`src/bfm_map.svh`:
```
// register offsets, field positions, reset values and timing counts of the breaker failure monitor
// assumes a 250 MHz system clock and a plain one-cycle register port
`ifndef BFM_MAP_SVH
`define BFM_MAP_SVH

`define BFM_AW           8
`define BFM_DW           32

`define BFM_CTRL_OFS     8'h00
`define BFM_SUPV_OFS     8'h04
`define BFM_THR_OFS      8'h08
`define BFM_STAT_OFS     8'h0c
`define BFM_IRQ_OFS      8'h10
`define BFM_MASK_OFS     8'h14
`define BFM_ACK_OFS      8'h18
`define BFM_TMR_OFS      8'h1c

`define BFM_CTRL_SCH_LSB 0
`define BFM_CTRL_TSEL_LSB 2
`define BFM_CTRL_XEN_LSB 4

`define BFM_IRQ_FAIL     0
`define BFM_IRQ_REJ      1
`define BFM_IRQ_START    2

`define BFM_THR_RST      16'h0100
`define BFM_MASK_RST     3'h0

`define BFM_CLK_NS       4
`define BFM_SUPV_NS      2000
`define BFM_SUPV_CYC     ((`BFM_SUPV_NS + `BFM_CLK_NS - 1) / `BFM_CLK_NS)

`endif

```
`src/bfm_pkg.sv`:
```
// types of the breaker failure monitor
// constants live in bfm_map.svh
package bfm_pkg;

	typedef enum logic [1:0] {
		BFM_ST_STANDBY = 2'b00,
		BFM_ST_RUN     = 2'b01,
		BFM_ST_REJECT  = 2'b10,
		BFM_ST_TRIP    = 2'b11
	} bfm_state_t;

	typedef enum logic [1:0] {
		BFM_SCH_CURRENT  = 2'b00,
		BFM_SCH_POSITION = 2'b01,
		BFM_SCH_COMBINED = 2'b10
	} bfm_scheme_t;

	typedef enum logic [1:0] {
		BFM_TS_ALL     = 2'b00,
		BFM_TS_EXT     = 2'b01,
		BFM_TS_CURRENT = 2'b10,
		BFM_TS_NONE    = 2'b11
	} bfm_tsel_t;

endpackage

```
`src/bfm_top.sv`:
```
// breaker failure monitor: trigger selection, supervision fsm, lock latch, registers and interrupt
// assumes trip commands and current samples come from logic on clk_i; position pin is asynchronous
//
// The implementer's own choices: the address-and-strobe port and the register offsets.
`timescale 1ns/1ps
`include "bfm_map.svh"
module bfm_top
	import bfm_pkg::*;
#(
	parameter int CW = 16,
	parameter int TW = 32,
	parameter int NX = 3
) (
	input  wire logic              clk_i,
	input  wire logic              srst_i,
	input  wire logic [`BFM_AW-1:0] addr_i,
	input  wire logic [`BFM_DW-1:0] wdata_i,
	input  wire logic              wr_i,
	input  wire logic              rd_i,
	output logic      [`BFM_DW-1:0] rdata_o,
	input  wire logic              trip_ext_i,
	input  wire logic              trip_cur_i,
	input  wire logic              trip_other_i,
	input  wire logic [NX-1:0]     extra_trigger_i,
	input  wire logic [CW-1:0]     current_i,
	input  wire logic              pos_open_i,
	output logic                   backup_trip_o,
	output logic                   lock_o,
	output logic                   irq_o
);
	// ********************************************************
	// state
	// ********************************************************
	typedef struct packed {
		bfm_state_t    st;
		logic [1:0]    sch;
		logic [1:0]    tsel;
		logic [NX-1:0] xen;
		logic [CW-1:0] thr;
		logic [TW-1:0] supv;
		logic          lock;
		logic [2:0]    irq;
		logic [2:0]    mask;
		logic [`BFM_DW-1:0] rdata;
	} bfm_regs_t;

	bfm_regs_t r_q;
	bfm_regs_t r_d;

	logic          pos_open_s;
	logic          cur_below;
	logic          opened;
	logic          trig;
	logic          sel_trig;
	logic          start;
	logic          tmr_exp;
	logic [TW-1:0] tmr_cnt;
	logic          ack_wr;
	logic          irq_rd;

	// ********************************************************
	// pin synchroniser and timer
	// ********************************************************
	bfm_sync #(
		.W(1)
	) u_pos_sync (
		.clk_i (clk_i),
		.srst_i(srst_i),
		.d_i   (pos_open_i),
		.q_o   (pos_open_s)
	);

	bfm_timer #(
		.TW(TW)
	) u_timer (
		.clk_i     (clk_i),
		.srst_i    (srst_i),
		.load_i    (start),
		.stop_i    ((r_q.st == BFM_ST_RUN) && (opened || tmr_exp)),
		.load_val_i(r_q.supv),
		.cnt_o     (tmr_cnt),
		.exp_o     (tmr_exp)
	);

	// ********************************************************
	// trigger selection and opening detection
	// ********************************************************
	always_comb begin
		unique case (r_q.tsel)
			BFM_TS_ALL:     sel_trig = trip_ext_i || trip_cur_i || trip_other_i;
			BFM_TS_EXT:     sel_trig = trip_ext_i;
			BFM_TS_CURRENT: sel_trig = trip_cur_i;
			BFM_TS_NONE:    sel_trig = 1'b0;
		endcase
	end

	// extra inputs start the block even with selection set to none
	assign trig = sel_trig || |(extra_trigger_i & r_q.xen);

	assign cur_below = current_i < r_q.thr;

	always_comb begin
		unique case (r_q.sch)
			BFM_SCH_CURRENT:  opened = cur_below;
			BFM_SCH_POSITION: opened = pos_open_s;
			// one misleading indication must not stop supervision
			BFM_SCH_COMBINED: opened = cur_below && pos_open_s;
			default:          opened = cur_below && pos_open_s;
		endcase
	end

	assign start  = (r_q.st == BFM_ST_STANDBY) && trig;
	assign ack_wr = wr_i && (addr_i == `BFM_ACK_OFS) && wdata_i[0];
	assign irq_rd = rd_i && (addr_i == `BFM_IRQ_OFS);

	// ********************************************************
	// fsm and registers
	// ********************************************************
	always_comb begin
		r_d       = r_q;
		r_d.rdata = '0;
		if (irq_rd) begin
			r_d.irq = '0;
		end
		if (ack_wr) begin
			r_d.lock = 1'b0;
		end

		unique case (r_q.st)
			BFM_ST_STANDBY: begin
				if (trig) begin
					r_d.st                 = BFM_ST_RUN;
					r_d.irq[`BFM_IRQ_START] = 1'b1;
				end
			end
			BFM_ST_RUN: begin
				// opening found in the expiry cycle still counts as in time
				if (opened) begin
					if (trig) begin
						r_d.st               = BFM_ST_REJECT;
						r_d.irq[`BFM_IRQ_REJ] = 1'b1;
					end else begin
						r_d.st = BFM_ST_STANDBY;
					end
				end else if (tmr_exp) begin
					r_d.st                 = BFM_ST_TRIP;
					r_d.lock               = 1'b1;
					r_d.irq[`BFM_IRQ_FAIL] = 1'b1;
				end
			end
			BFM_ST_REJECT: begin
				if (!trig) begin
					r_d.st = BFM_ST_STANDBY;
				end
			end
			BFM_ST_TRIP: begin
				if (!trig) begin
					r_d.st = BFM_ST_STANDBY;
				end
			end
		endcase

		if (wr_i) begin
			unique case (addr_i)
				`BFM_CTRL_OFS: begin
					r_d.sch  = wdata_i[`BFM_CTRL_SCH_LSB +: 2];
					r_d.tsel = wdata_i[`BFM_CTRL_TSEL_LSB +: 2];
					r_d.xen  = wdata_i[`BFM_CTRL_XEN_LSB +: NX];
				end
				// too short a time trips healthy breakers
				`BFM_SUPV_OFS: r_d.supv = wdata_i[TW-1:0];
				`BFM_THR_OFS:  r_d.thr  = wdata_i[CW-1:0];
				`BFM_MASK_OFS: r_d.mask = wdata_i[2:0];
				default: ;
			endcase
		end

		if (rd_i) begin
			unique case (addr_i)
				`BFM_CTRL_OFS: begin
					r_d.rdata[`BFM_CTRL_SCH_LSB +: 2]   = r_q.sch;
					r_d.rdata[`BFM_CTRL_TSEL_LSB +: 2]  = r_q.tsel;
					r_d.rdata[`BFM_CTRL_XEN_LSB +: NX]  = r_q.xen;
				end
				`BFM_SUPV_OFS: r_d.rdata[TW-1:0] = r_q.supv;
				`BFM_THR_OFS:  r_d.rdata[CW-1:0] = r_q.thr;
				`BFM_STAT_OFS: r_d.rdata[5:0]    = {trig, opened, r_q.lock,
					r_q.st == BFM_ST_TRIP, r_q.st};
				`BFM_IRQ_OFS:  r_d.rdata[2:0]    = r_q.irq;
				`BFM_MASK_OFS: r_d.rdata[2:0]    = r_q.mask;
				`BFM_TMR_OFS:  r_d.rdata[TW-1:0] = tmr_cnt;
				default: ;
			endcase
		end
	end

	// lock survives only through reset-free operation; no non-volatile copy here
	always_ff @(posedge clk_i) begin
		if (srst_i) begin
			r_q      <= '0;
			r_q.st   <= BFM_ST_STANDBY;
			r_q.thr  <= CW'(`BFM_THR_RST);
			r_q.supv <= TW'(`BFM_SUPV_CYC);
			r_q.mask <= `BFM_MASK_RST;
		end else begin
			r_q <= r_d;
		end
	end

	// ********************************************************
	// outputs
	// ********************************************************
	assign backup_trip_o = (r_q.st == BFM_ST_TRIP);
	assign lock_o        = r_q.lock;
	assign irq_o         = |(r_q.irq & r_q.mask);
	assign rdata_o       = r_q.rdata;
endmodule

```
`src/bfm_sync.sv`:
```
// two-flop synchroniser for pin levels
// assumes inputs are slow levels, not pulses
`timescale 1ns/1ps
module bfm_sync #(
	parameter int W = 1
) (
	input  wire logic         clk_i,
	input  wire logic         srst_i,
	input  wire logic [W-1:0] d_i,
	output logic      [W-1:0] q_o
);
	typedef struct packed {
		logic [W-1:0] s1;
		logic [W-1:0] s2;
	} bfm_sync_t;

	bfm_sync_t r_q;
	bfm_sync_t r_d;

	always_comb begin
		r_d    = r_q;
		r_d.s1 = d_i;
		r_d.s2 = r_q.s1;
	end

	always_ff @(posedge clk_i) begin
		if (srst_i) begin
			r_q <= '0;
		end else begin
			r_q <= r_d;
		end
	end

	assign q_o = r_q.s2;
endmodule

```
`src/bfm_timer.sv`:
```
// supervision down-counter with load, stop and expiry flag
// assumes load and stop never needed in one cycle; load wins
`timescale 1ns/1ps
module bfm_timer #(
	parameter int TW = 32
) (
	input  wire logic          clk_i,
	input  wire logic          srst_i,
	input  wire logic          load_i,
	input  wire logic          stop_i,
	input  wire logic [TW-1:0] load_val_i,
	output logic      [TW-1:0] cnt_o,
	output logic               exp_o
);
	typedef struct packed {
		logic          armed;
		logic [TW-1:0] cnt;
	} bfm_tmr_t;

	bfm_tmr_t r_q;
	bfm_tmr_t r_d;

	always_comb begin
		r_d = r_q;
		if (load_i) begin
			r_d.armed = 1'b1;
			r_d.cnt   = load_val_i;
		end else if (stop_i) begin
			r_d.armed = 1'b0;
		end else if (r_q.armed && (r_q.cnt != '0)) begin
			r_d.cnt = r_q.cnt - 1'b1;
		end
	end

	always_ff @(posedge clk_i) begin
		if (srst_i) begin
			r_q <= '0;
		end else begin
			r_q <= r_d;
		end
	end

	assign cnt_o = r_q.cnt;
	assign exp_o = r_q.armed && (r_q.cnt == '0);
endmodule

```
`config.mk`:
```
export PLATFORM = sky130hd
export DESIGN_NAME = bfm_top
export DESIGN_NICKNAME = d
export VERILOG_FILES = /design/src/bfm_pkg.sv /design/src/bfm_top.sv /design/src/bfm_sync.sv /design/src/bfm_timer.sv
export VERILOG_INCLUDE_DIRS = /design/src /design/src/src
export SDC_FILE = /design/constraint.sdc
export NUM_CORES = 1
export LEC_CHECK = 0
export BUFFER_PORTS_ARGS = -buffer_cell sky130_fd_sc_hd__buf_2
export CORE_MARGIN = 2
export CORE_UTILIZATION = 42
export DETAILED_ROUTE_END_ITERATION = 6
export GPL_ROUTABILITY_DRIVEN = 0
export GPL_TIMING_DRIVEN = 0
export PLACE_DENSITY = 0.65
export SYNTH_ARGS = -nofsm -noshare
export SYNTH_HDL_FRONTEND = slang
export SYNTH_HIERARCHICAL = 1
export SYNTH_SLANG_ARGS = --single-unit
```
`constraint.sdc`:
```
create_clock -name clk_i -period 10.4 [get_ports clk_i]
set_input_delay 1.04 -clock clk_i [delete_from_list [all_inputs] [get_ports clk_i]]
set_output_delay 1.04 -clock clk_i [all_outputs]
set_load 0.05 [all_outputs]
```
# After elaboration in Yosys (flattened, before gate mapping)
# Cells that the tools add are included.
# word_totals
word_cells	96
register_bits	131
out_inout_bits	35
inputBits	67
# classes
n_eq_ne	18
mux	29
add_sub_neg	1
order_cmp	1
n_bitwise	3
reduce_logical	30
# ops
operator	count
32-bit two-way mux	2
33-bit two-way mux	1
8-bit by 5-bit equality test with 1-bit output (second input constant)	4
32-bit logical NOT	1
16-bit one-hot mux with 2 select lines	1
32-bit nonzero test	1
32-bit by 1-bit subtractor with 32-bit output (second input constant)	1
9-bit one-hot mux with 3 select lines	1
3-bit one-hot mux with 7 select lines	1
8-bit by 4-bit equality test with 1-bit output (second input constant)	2
16-bit less-than comparator	1
3-bit one-hot mux with 5 select lines	1
2-bit two-way mux	6
1-bit two-way mux	11
2-bit AND reduction	5
2-bit equality test (second input constant)	4
8-bit by 3-bit equality test with 1-bit output (second input constant)	1
1-bit logical AND	8
8-bit logical NOT	1
1-bit one-hot mux with 4 select lines	2
3-bit AND	2
2-bit by 1-bit equality test with 1-bit output (second input constant)	3
2-bit logical NOT	3
2-bit inequality test (second input constant)	3
other kinds (10)	16

# Logic depth before layout (Yosys ltp)
# Gate-level depths: netlist (run 1).
# logic_depth
ltp_word	7
mapped_depth	13

# Cells and area by module
# Netlist (run 1), hierarchy kept.
# by_module_without_submodules
module	cells_per_inst	instances	area_each_um2
bfm_top	537	1	4383.0
bfm_timer	280	1	2323.5
bfm_sync	4	1	52.6

# Least setup slack after synthesis (run 1)
# OpenSTA, ideal clock, no wires.
# synth_path
path_type	in2reg
start	in current_i[15]
end	reg u_timer.r_q (netlist bit u_timer/cnt_o[29])
stages	11
setup_time_ns	0.127
arrival_time_ns	3.916
slack_ns	6.357
required_ns	10.273
cell_sequence	ha_1 > nand4_1 > or3_1 > or3_1 > and4_1 > o31a_1 > nor2b_1 > nand4_1 > a211oi_1 > a2111oi_0 > or3_1
# synth_via
elab_chain_cells	7
# synth_rtl
element	line_no	rtl
start, declared	bfm_top.sv:25	input wire logic [CW-1:0] current_i,
16-bit less-than comparator (*)	bfm_top.sv:100	assign cur_below = current_i < r_q.thr;
1-bit logical AND	bfm_top.sv:107, bfm_top.sv:108	
1-bit one-hot mux with 2 select lines (*)	bfm_top.sv:103	unique case (r_q.sch)
1-bit logical OR (*)	bfm_top.sv:79	.stop_i ((r_q.st == BFM_ST_RUN) && (opened || tmr_exp)),
1-bit logical AND (*)	bfm_top.sv:79	
2-bit inequality test (no line) (*)	n/a	
2-bit AND reduction (no line) (*)	n/a	
end signal, assigned	bfm_timer.sv:39	r_q <= r_d;
end, declared	bfm_timer.sv:20	bfm_tmr_t r_q;
# Mark *: on every way between the ends. The rest lies on a longest branch, timed or not.
# A chain may end at the register's enable or synchronous reset.

# Final worst setup path (run 1)
# Ends and elaborated chain as after synthesis.

==> run metrics, run 1 <==
Post-Syn Nets 904; share of the synthesized area in the top cell type 0.3880; Hold Path Class reg -> reg; post-CTS setup repair buffer count 0; CTS Root Cell clkbuf_16; placed insts 1,137; Ports 102; Leak 3.140 nW; post-synthesis sequential area ratio 0.3880; area of the mapped netlist 0.006759 sq mm; most used flip-flop cell after synthesis dfxtp_1; Area growth, synth to finish 20.10%; initial antenna violation count 0; Detail Placement HPWL 14,160 um; clk_lat worst skew 0.43 ns; CP Max Fanout 4; pin count of the biggest net entering global routing 17; most frequent cells in the layout 131 x dfxtp_1, 126 x nand2_1, 106 x buf_2; Startpoint Class input port; Post-Syn Area per Cell 8.233 sq um; Post-Route WL 19,230 um; Crit. End Element flop; Core Util, Final 0.5129; global-route usage over all layers 0.2353; drt wl/cell 16.45 um; Yosys reg bits 131; unrepaired setup endpoints after global routing no; CP Launch Point current_i[15]; layout cell share with drive strength beyond 1 0.2413; Final min period 4.317 ns; count of final setup violators 0; n_diodes 0; CTS Hold Bufs 0; DRC 0; ys async rst share 0; Worst Reg-to-Reg Cells 12; CP Class in -> reg; via count 6,346; nets@finish 1,023; vias in the first global route 5,900; reg2reg setup slack 6.32 ns; die span in x 130.9 um; Antenna Violating Nets Remaining 0; Initial Utilization 0.4270; Congestion Overflow GR 0; Post-CTS Resized 0; FP Rows 46; PortBufs 100; Finished Layout Cells 1,169; clk sinks 131; initial DRC count 639; PwrDens 163.8 mW/mm^2; arrival time worst endpoint 4.63 ns; final instance area 0.008118 sq mm; global-route wire length before repair 30,750 um; cell taking the most area after synthesis dfxtp_1; # H-tree levels 4; Reg-to-Reg Start r_q[86]; post-synthesis cell type count 62; CTS Buffer Depth 2; Worst Setup EP u_timer/cnt_o[29]; Max Fclk 231.6 MHz; Worst slew margin 0.1552; YS warnings 6; number of vias per cell 5.429; Die Area 0.01712 sq mm; CTS tree built; Area contributors post-synth dfxtp_1 39%, buf_4 7.9%, nand2_1 7.0%; maxcap violations 0; Tcrit/Tclk final 0.4151; area of the core 0.01583 sq mm; Post-synth EDFFs 0; max-slew violation count 0; Syn Inst Count 821; maximum VDD drop 110.0 uV; Clock transition at path regs 0.06 ns; fill count 1,576; commonest non-fill, non-tap cell in the layout dfxtp_1; status finished clean; slew at the pin closest to its max-slew limit 1.257 ns; hold path depth 1; Data required, critical path 10.71 ns; Reg-to-Reg End u_timer/cnt_o[29]; DR pass1 iterations 5; Hold Fails Final Rpt 0; Post-Route Setup TNS 0 ns; Placement Cell Area 0.007530 sq mm; Num CTS Buffers 17; die height 130.9 um; Design Power 1.330 mW; Fin Clk Skew 0.006104 ns
==> through the flow <==
| step | hold slack, ns | setup slack, ns |
|---|---|---|
| 6_report | 0.4346 | 6.083 |
| 5_1_grt | 0.4694 | 5.883 |
| 4_1_cts | 0.4373 | 6.143 |
| 3_5_place_dp | 0.4237 | 5.757 |
| 3_3_place_gp | 0.4229 | 5.740 |
| 2_1_floorplan | 0.4138 | 6.357 |
==> synthesized netlist by cell type, types with 8 or more instances <==
cell      instances
a211oi_1         21
a21oi_1          71
a222oi_1         12
a22oi_1          26
and4_1           13
buf_4            71
clkbuf_1         35
dfxtp_1         131
ha_1             16
inv_1            34
mux2i_1           8
nand2_1         126
nand3_1          16
nand3b_1          9
nand4_1          10
nor2_1           74
nor3_1           15
nor4_1            8
o21ai_0           8
xnor2_1           9
==> flip-flops by register name, indices dropped and copies added (netlist names) <==
| name | cells |
|---|---|
| u_timer/cnt_o | 32 |
| u_pos_sync/q_o | 1 |
| u_timer/r_q | 1 |
| rdata_o | 32 |
| r_q | 63 |
| lock_o | 1 |
| u_pos_sync/r_d | 1 |
==> worst max-delay path, cell delays in order <==
cell and delay (ns):
buf_2 0.10, ha_1 0.30, nand4_1 0.16, or3_1 0.46, or3_1 0.41, and4_1 0.25
o31a_1 0.35, nor2b_1 0.23, nand4_1 0.19, a211oi_1 0.52, a2111oi_0 0.21, or3_1 0.40
==> layer usage <==
metal,wire length [um],vias to the layer above,global-route usage
li1,-,3111,-
met1,8680,2972,0.3105
met2,8989,237,0.3814
met3,1266,26,0.06107
met4,294,0,0.06821
met5,0,-,0
==> power by group <==
| group | internal, mW | switching [mW] | total [mW] |
|---|---|---|---|
| sequential | 0.519 | 0.0247 | 0.544 |
| clock | 0.364 | 0.230 | 0.593 |
| combinational | 0.0790 | 0.114 | 0.193 |
==> worst min path at each step <==
stage,end,start,slack (ns)
floorplan,u_pos_sync/q_o,u_pos_sync/r_d[0],0.41
global placement,u_pos_sync/q_o,u_pos_sync/r_d[0],0.42
detailed placement,u_pos_sync/q_o,u_pos_sync/r_d[0],0.42
CTS,u_pos_sync/q_o,u_pos_sync/r_d[0],0.44
global route,u_pos_sync/q_o,u_pos_sync/r_d[0],0.47
finish,u_pos_sync/q_o,u_pos_sync/r_d[0],0.43
==> logic make-up (layout without fill, tap and decap cells) <==
group,Yosys count,in the layout,synth area share
AO/OA/AOI/OAI,188,188,0.1957
XOR/XNOR,13,13,0.01685
adder cells (fa/ha/maj),16,16,0.02962
buffers and inverters,147,279,0.1222
flip-flops,131,131,0.3880
multiplexers,9,9,0.01518
AND/OR/NAND/NOR,317,317,0.2325
==> layout make-up <==
class | count | area, sq um | share of cell area
tap | 216 | 270.3 | 0.03329
sequential | 131 | 2623 | 0.3231
multi-input combinational | 543 | 3311 | 0.4078
buffer | 113 | 698.2 | 0.08600
clock buffer | 19 | 452.9 | 0.05580
inverter | 34 | 127.6 | 0.01572
timing repair buffer | 100 | 500.5 | 0.06165
clock inverter | 13 | 135.1 | 0.01665
Power figures use the tool's default switching activity.
==> run 2, diff against run 1 <==
--- a/config.mk
+++ b/config.mk
@@ -6,13 +6,14 @@
 export SDC_FILE = /design/constraint.sdc
 export NUM_CORES = 1
 export LEC_CHECK = 0
+export ABC_AREA = 1
 export BUFFER_PORTS_ARGS = -buffer_cell sky130_fd_sc_hd__buf_2
 export CORE_MARGIN = 2
 export CORE_UTILIZATION = 42
 export DETAILED_ROUTE_END_ITERATION = 6
 export GPL_ROUTABILITY_DRIVEN = 0
 export GPL_TIMING_DRIVEN = 0
-export PLACE_DENSITY = 0.65
+export PLACE_DENSITY = 0.64
 export SYNTH_ARGS = -nofsm -noshare
 export SYNTH_HDL_FRONTEND = slang
 export SYNTH_HIERARCHICAL = 1
==> constraint.sdc (replaced) <==
create_clock -name clk_i -period 4.1 [get_ports clk_i]
set_input_delay 0.41 -clock clk_i [delete_from_list [all_inputs] [get_ports clk_i]]
set_output_delay 0.41 -clock clk_i [all_outputs]
set_load 0.05 [all_outputs]
==> run metrics, run 2 <==
status finished clean; most frequent cells in the layout 256 x nand2_1, 167 x nor2_1, 131 x dfxtp_1; Clock Power Share 0.303; sequential share of power 0.298; largest register by flop count r_q; CTS tree built; clk sinks 131; commonest non-fill, non-tap cell in the layout nand2_1; Post-Route WL 20,770 um; slew at the pin closest to its max-slew limit 0.8175 ns; Startpoint Class flop; Internal Power 3.211 mW; Tcrit/Tclk final 0.7761; maximum VDD drop 475.8 uV; Syn Inst Count 1,075; ys async rst share 0; Detail Placement HPWL 15,920 um; most used flip-flop cell after synthesis dfxtp_1; number of vias per cell 4.913; largest family of logic cells by synthesized area simple AND/OR/NAND/NOR gates; initial antenna violation count 0; PortBufs 101; n_diodes 0; post-synthesis sequential area ratio 0.3573; CP Class reg -> reg; Hold Fails Final Rpt 0; Die Area 0.01855 sq mm; post-synthesis cell type count 43; Final min period 3.182 ns; Post-synth EDFFs 0; count of final setup violators 0; Antenna Violating Nets Remaining 0; initial DRC count 542; Initial Utilization 0.4274; die span in x 136.2 um; max-slew violation count 0; maxcap violations 0; Synth Area in XOR/XNOR 0.009545; post-CTS setup repair buffer count 0; Ports 102; Hold Path Class in -> reg; Area growth, synth to finish 19.24%; Fin Clk Skew 0.01022 ns; cell taking the most area after synthesis dfxtp_1; via count 7,040; Yosys reg bits 131; hold slack final 0.1894 ns; vias in the first global route 6,533; drt wl/cell 14.50 um; unrepaired setup endpoints after global routing no; Design Power 5.346 mW; Sw Share 0.3994; die height 136.2 um; CTS Buffer Depth 2; fill count 1,788; Max Fclk 314.3 MHz; CTS Root Cell clkbuf_16; global-route usage over all layers 0.2316; PwrDens 610.7 mW/mm^2; Post-Route Setup TNS 0 ns; worst setup margin 0.9179 ns; Congestion Overflow GR 0; sw power 2.135 mW; # H-tree levels 4; area of the core 0.01718 sq mm; arrival time worst endpoint 3.46 ns; worst slack, placed 0.9909 ns; Worst slew margin 0.4550; multi-input logic area 0.003570 sq mm; Leak 4.130 nW; Synth top cells by count 256 x nand2_1, 167 x nor2_1, 131 x dfxtp_1; FP Rows 48; Area contributors post-synth dfxtp_1 36%, nand2_1 13%, nor2_1 8.5%; Synth Area in Compound Gates 0.1459; mux share of post-synthesis cell area 0; area of the mapped netlist 0.007341 sq mm; Post-Syn Area per Cell 6.829 sq um; FF/Latch Area 0.002623 sq mm; CTS Hold Bufs 0; YS warnings 6; Crit. End Element flop; nets@finish 1,278; Num CTS Buffers 17; global-route wire length before repair 33,130 um; Simple-Gate Fraction of Synth Area 0.3036; Post-CTS Resized 0; Data required, critical path 4.38 ns; max FFs per register 63; Post-Syn Nets 1,158; layout cell share with drive strength beyond 1 0.2293; clk_lat worst skew 0.43 ns; Logic pwr share 0.398; CP Max Fanout 10; most numerous cell in the Yosys netlist nand2_1; adder-cell share of the synthesized area 0.02727; DR pass1 iterations 5; pin count of the biggest net entering global routing 17; Clock transition at path regs 0.06 ns; share of the synthesized area in the top cell type 0.3573; DRC 0
## run 2: through the flow
| step | cells | instance area (sq um) | utilization |
|---|---|---|---|
| final | 1433 | 8753 | 0.5096 |
| after global routing | 1433 | 8753 | 0.5096 |
| after CTS | 1433 | 8753 | 0.5096 |
| after detailed placement | 1401 | 8128 | 0.4732 |
| after global placement | 1401 | 8128 | 0.4732 |
| after floorplan | 1075 | 7341 | - |
## run 2: power groups by stage
stage	sequential, mW	clock (mW)	combinational [mW]
floorplan	1.56	0	1.63
global placement	1.61	0	2.06
detailed placement	1.61	0	2.08
CTS	1.59	1.64	2.10
global route	1.61	1.70	2.40
finish	1.59	1.62	2.13
## run 2: cell type report
| cell class | instances | area share |
|---|---|---|
| timing repair buffer | 101 | 0.05775 |
| sequential | 131 | 0.2996 |
| inverter | 105 | 0.04545 |
| clock inverter | 12 | 0.02044 |
| buffer | 102 | 0.08576 |
| multi-input combinational | 737 | 0.4078 |
| clock buffer | 20 | 0.05103 |
| tap | 225 | 0.03216 |
## run 2: path summary, 6_finish.rpt
check | slack (ns) | cells past startpoint | end | from
worst max-delay path | 0.92 | 20 | u_timer/cnt_o[21] | u_timer/cnt_o[0]
worst min-delay path | 0.19 | 3 | u_pos_sync/r_d[0] | pos_open_i
worst max register to register | 0.92 | 20 | u_timer/cnt_o[21] | u_timer/cnt_o[0]
worst min register to register | 0.40 | 2 | u_pos_sync/q_o | u_pos_sync/r_d[0]
## run 2: logic make-up after synthesis
family,after synthesis
flip-flops,131
XOR/XNOR,8
AO/OA/AOI/OAI,192
adder cells (fa/ha/maj),16
buffers and inverters,207
AND/OR/NAND/NOR,521
## run 2: critical path, stage by stage, from the launching register on
cell     delay (ns)
dfxtp_1        0.32
inv_1          0.10
ha_1           0.22
nand2_1        0.12
inv_1          0.09
nand2_1        0.09
nor2_1         0.27
nand2_1        0.08
nor2_1         0.13
nand2_1        0.17
nor2_1         0.22
inv_1          0.08
a21oi_1        0.19
nor2_1         0.16
inv_1          0.10
nand2_1        0.11
nand2_4        0.15
inv_4          0.08
buf_2          0.20
nand2_1        0.09
a21oi_1        0.05
## run 2: per-layer routing
metal	track usage	wire, um	vias up
met2	0.3699	9471	182
met4	0.07465	306	0
met1	0.3159	9878	3208
met3	0.04251	1115	24
li1	-	-	3626
met5	0	0	-
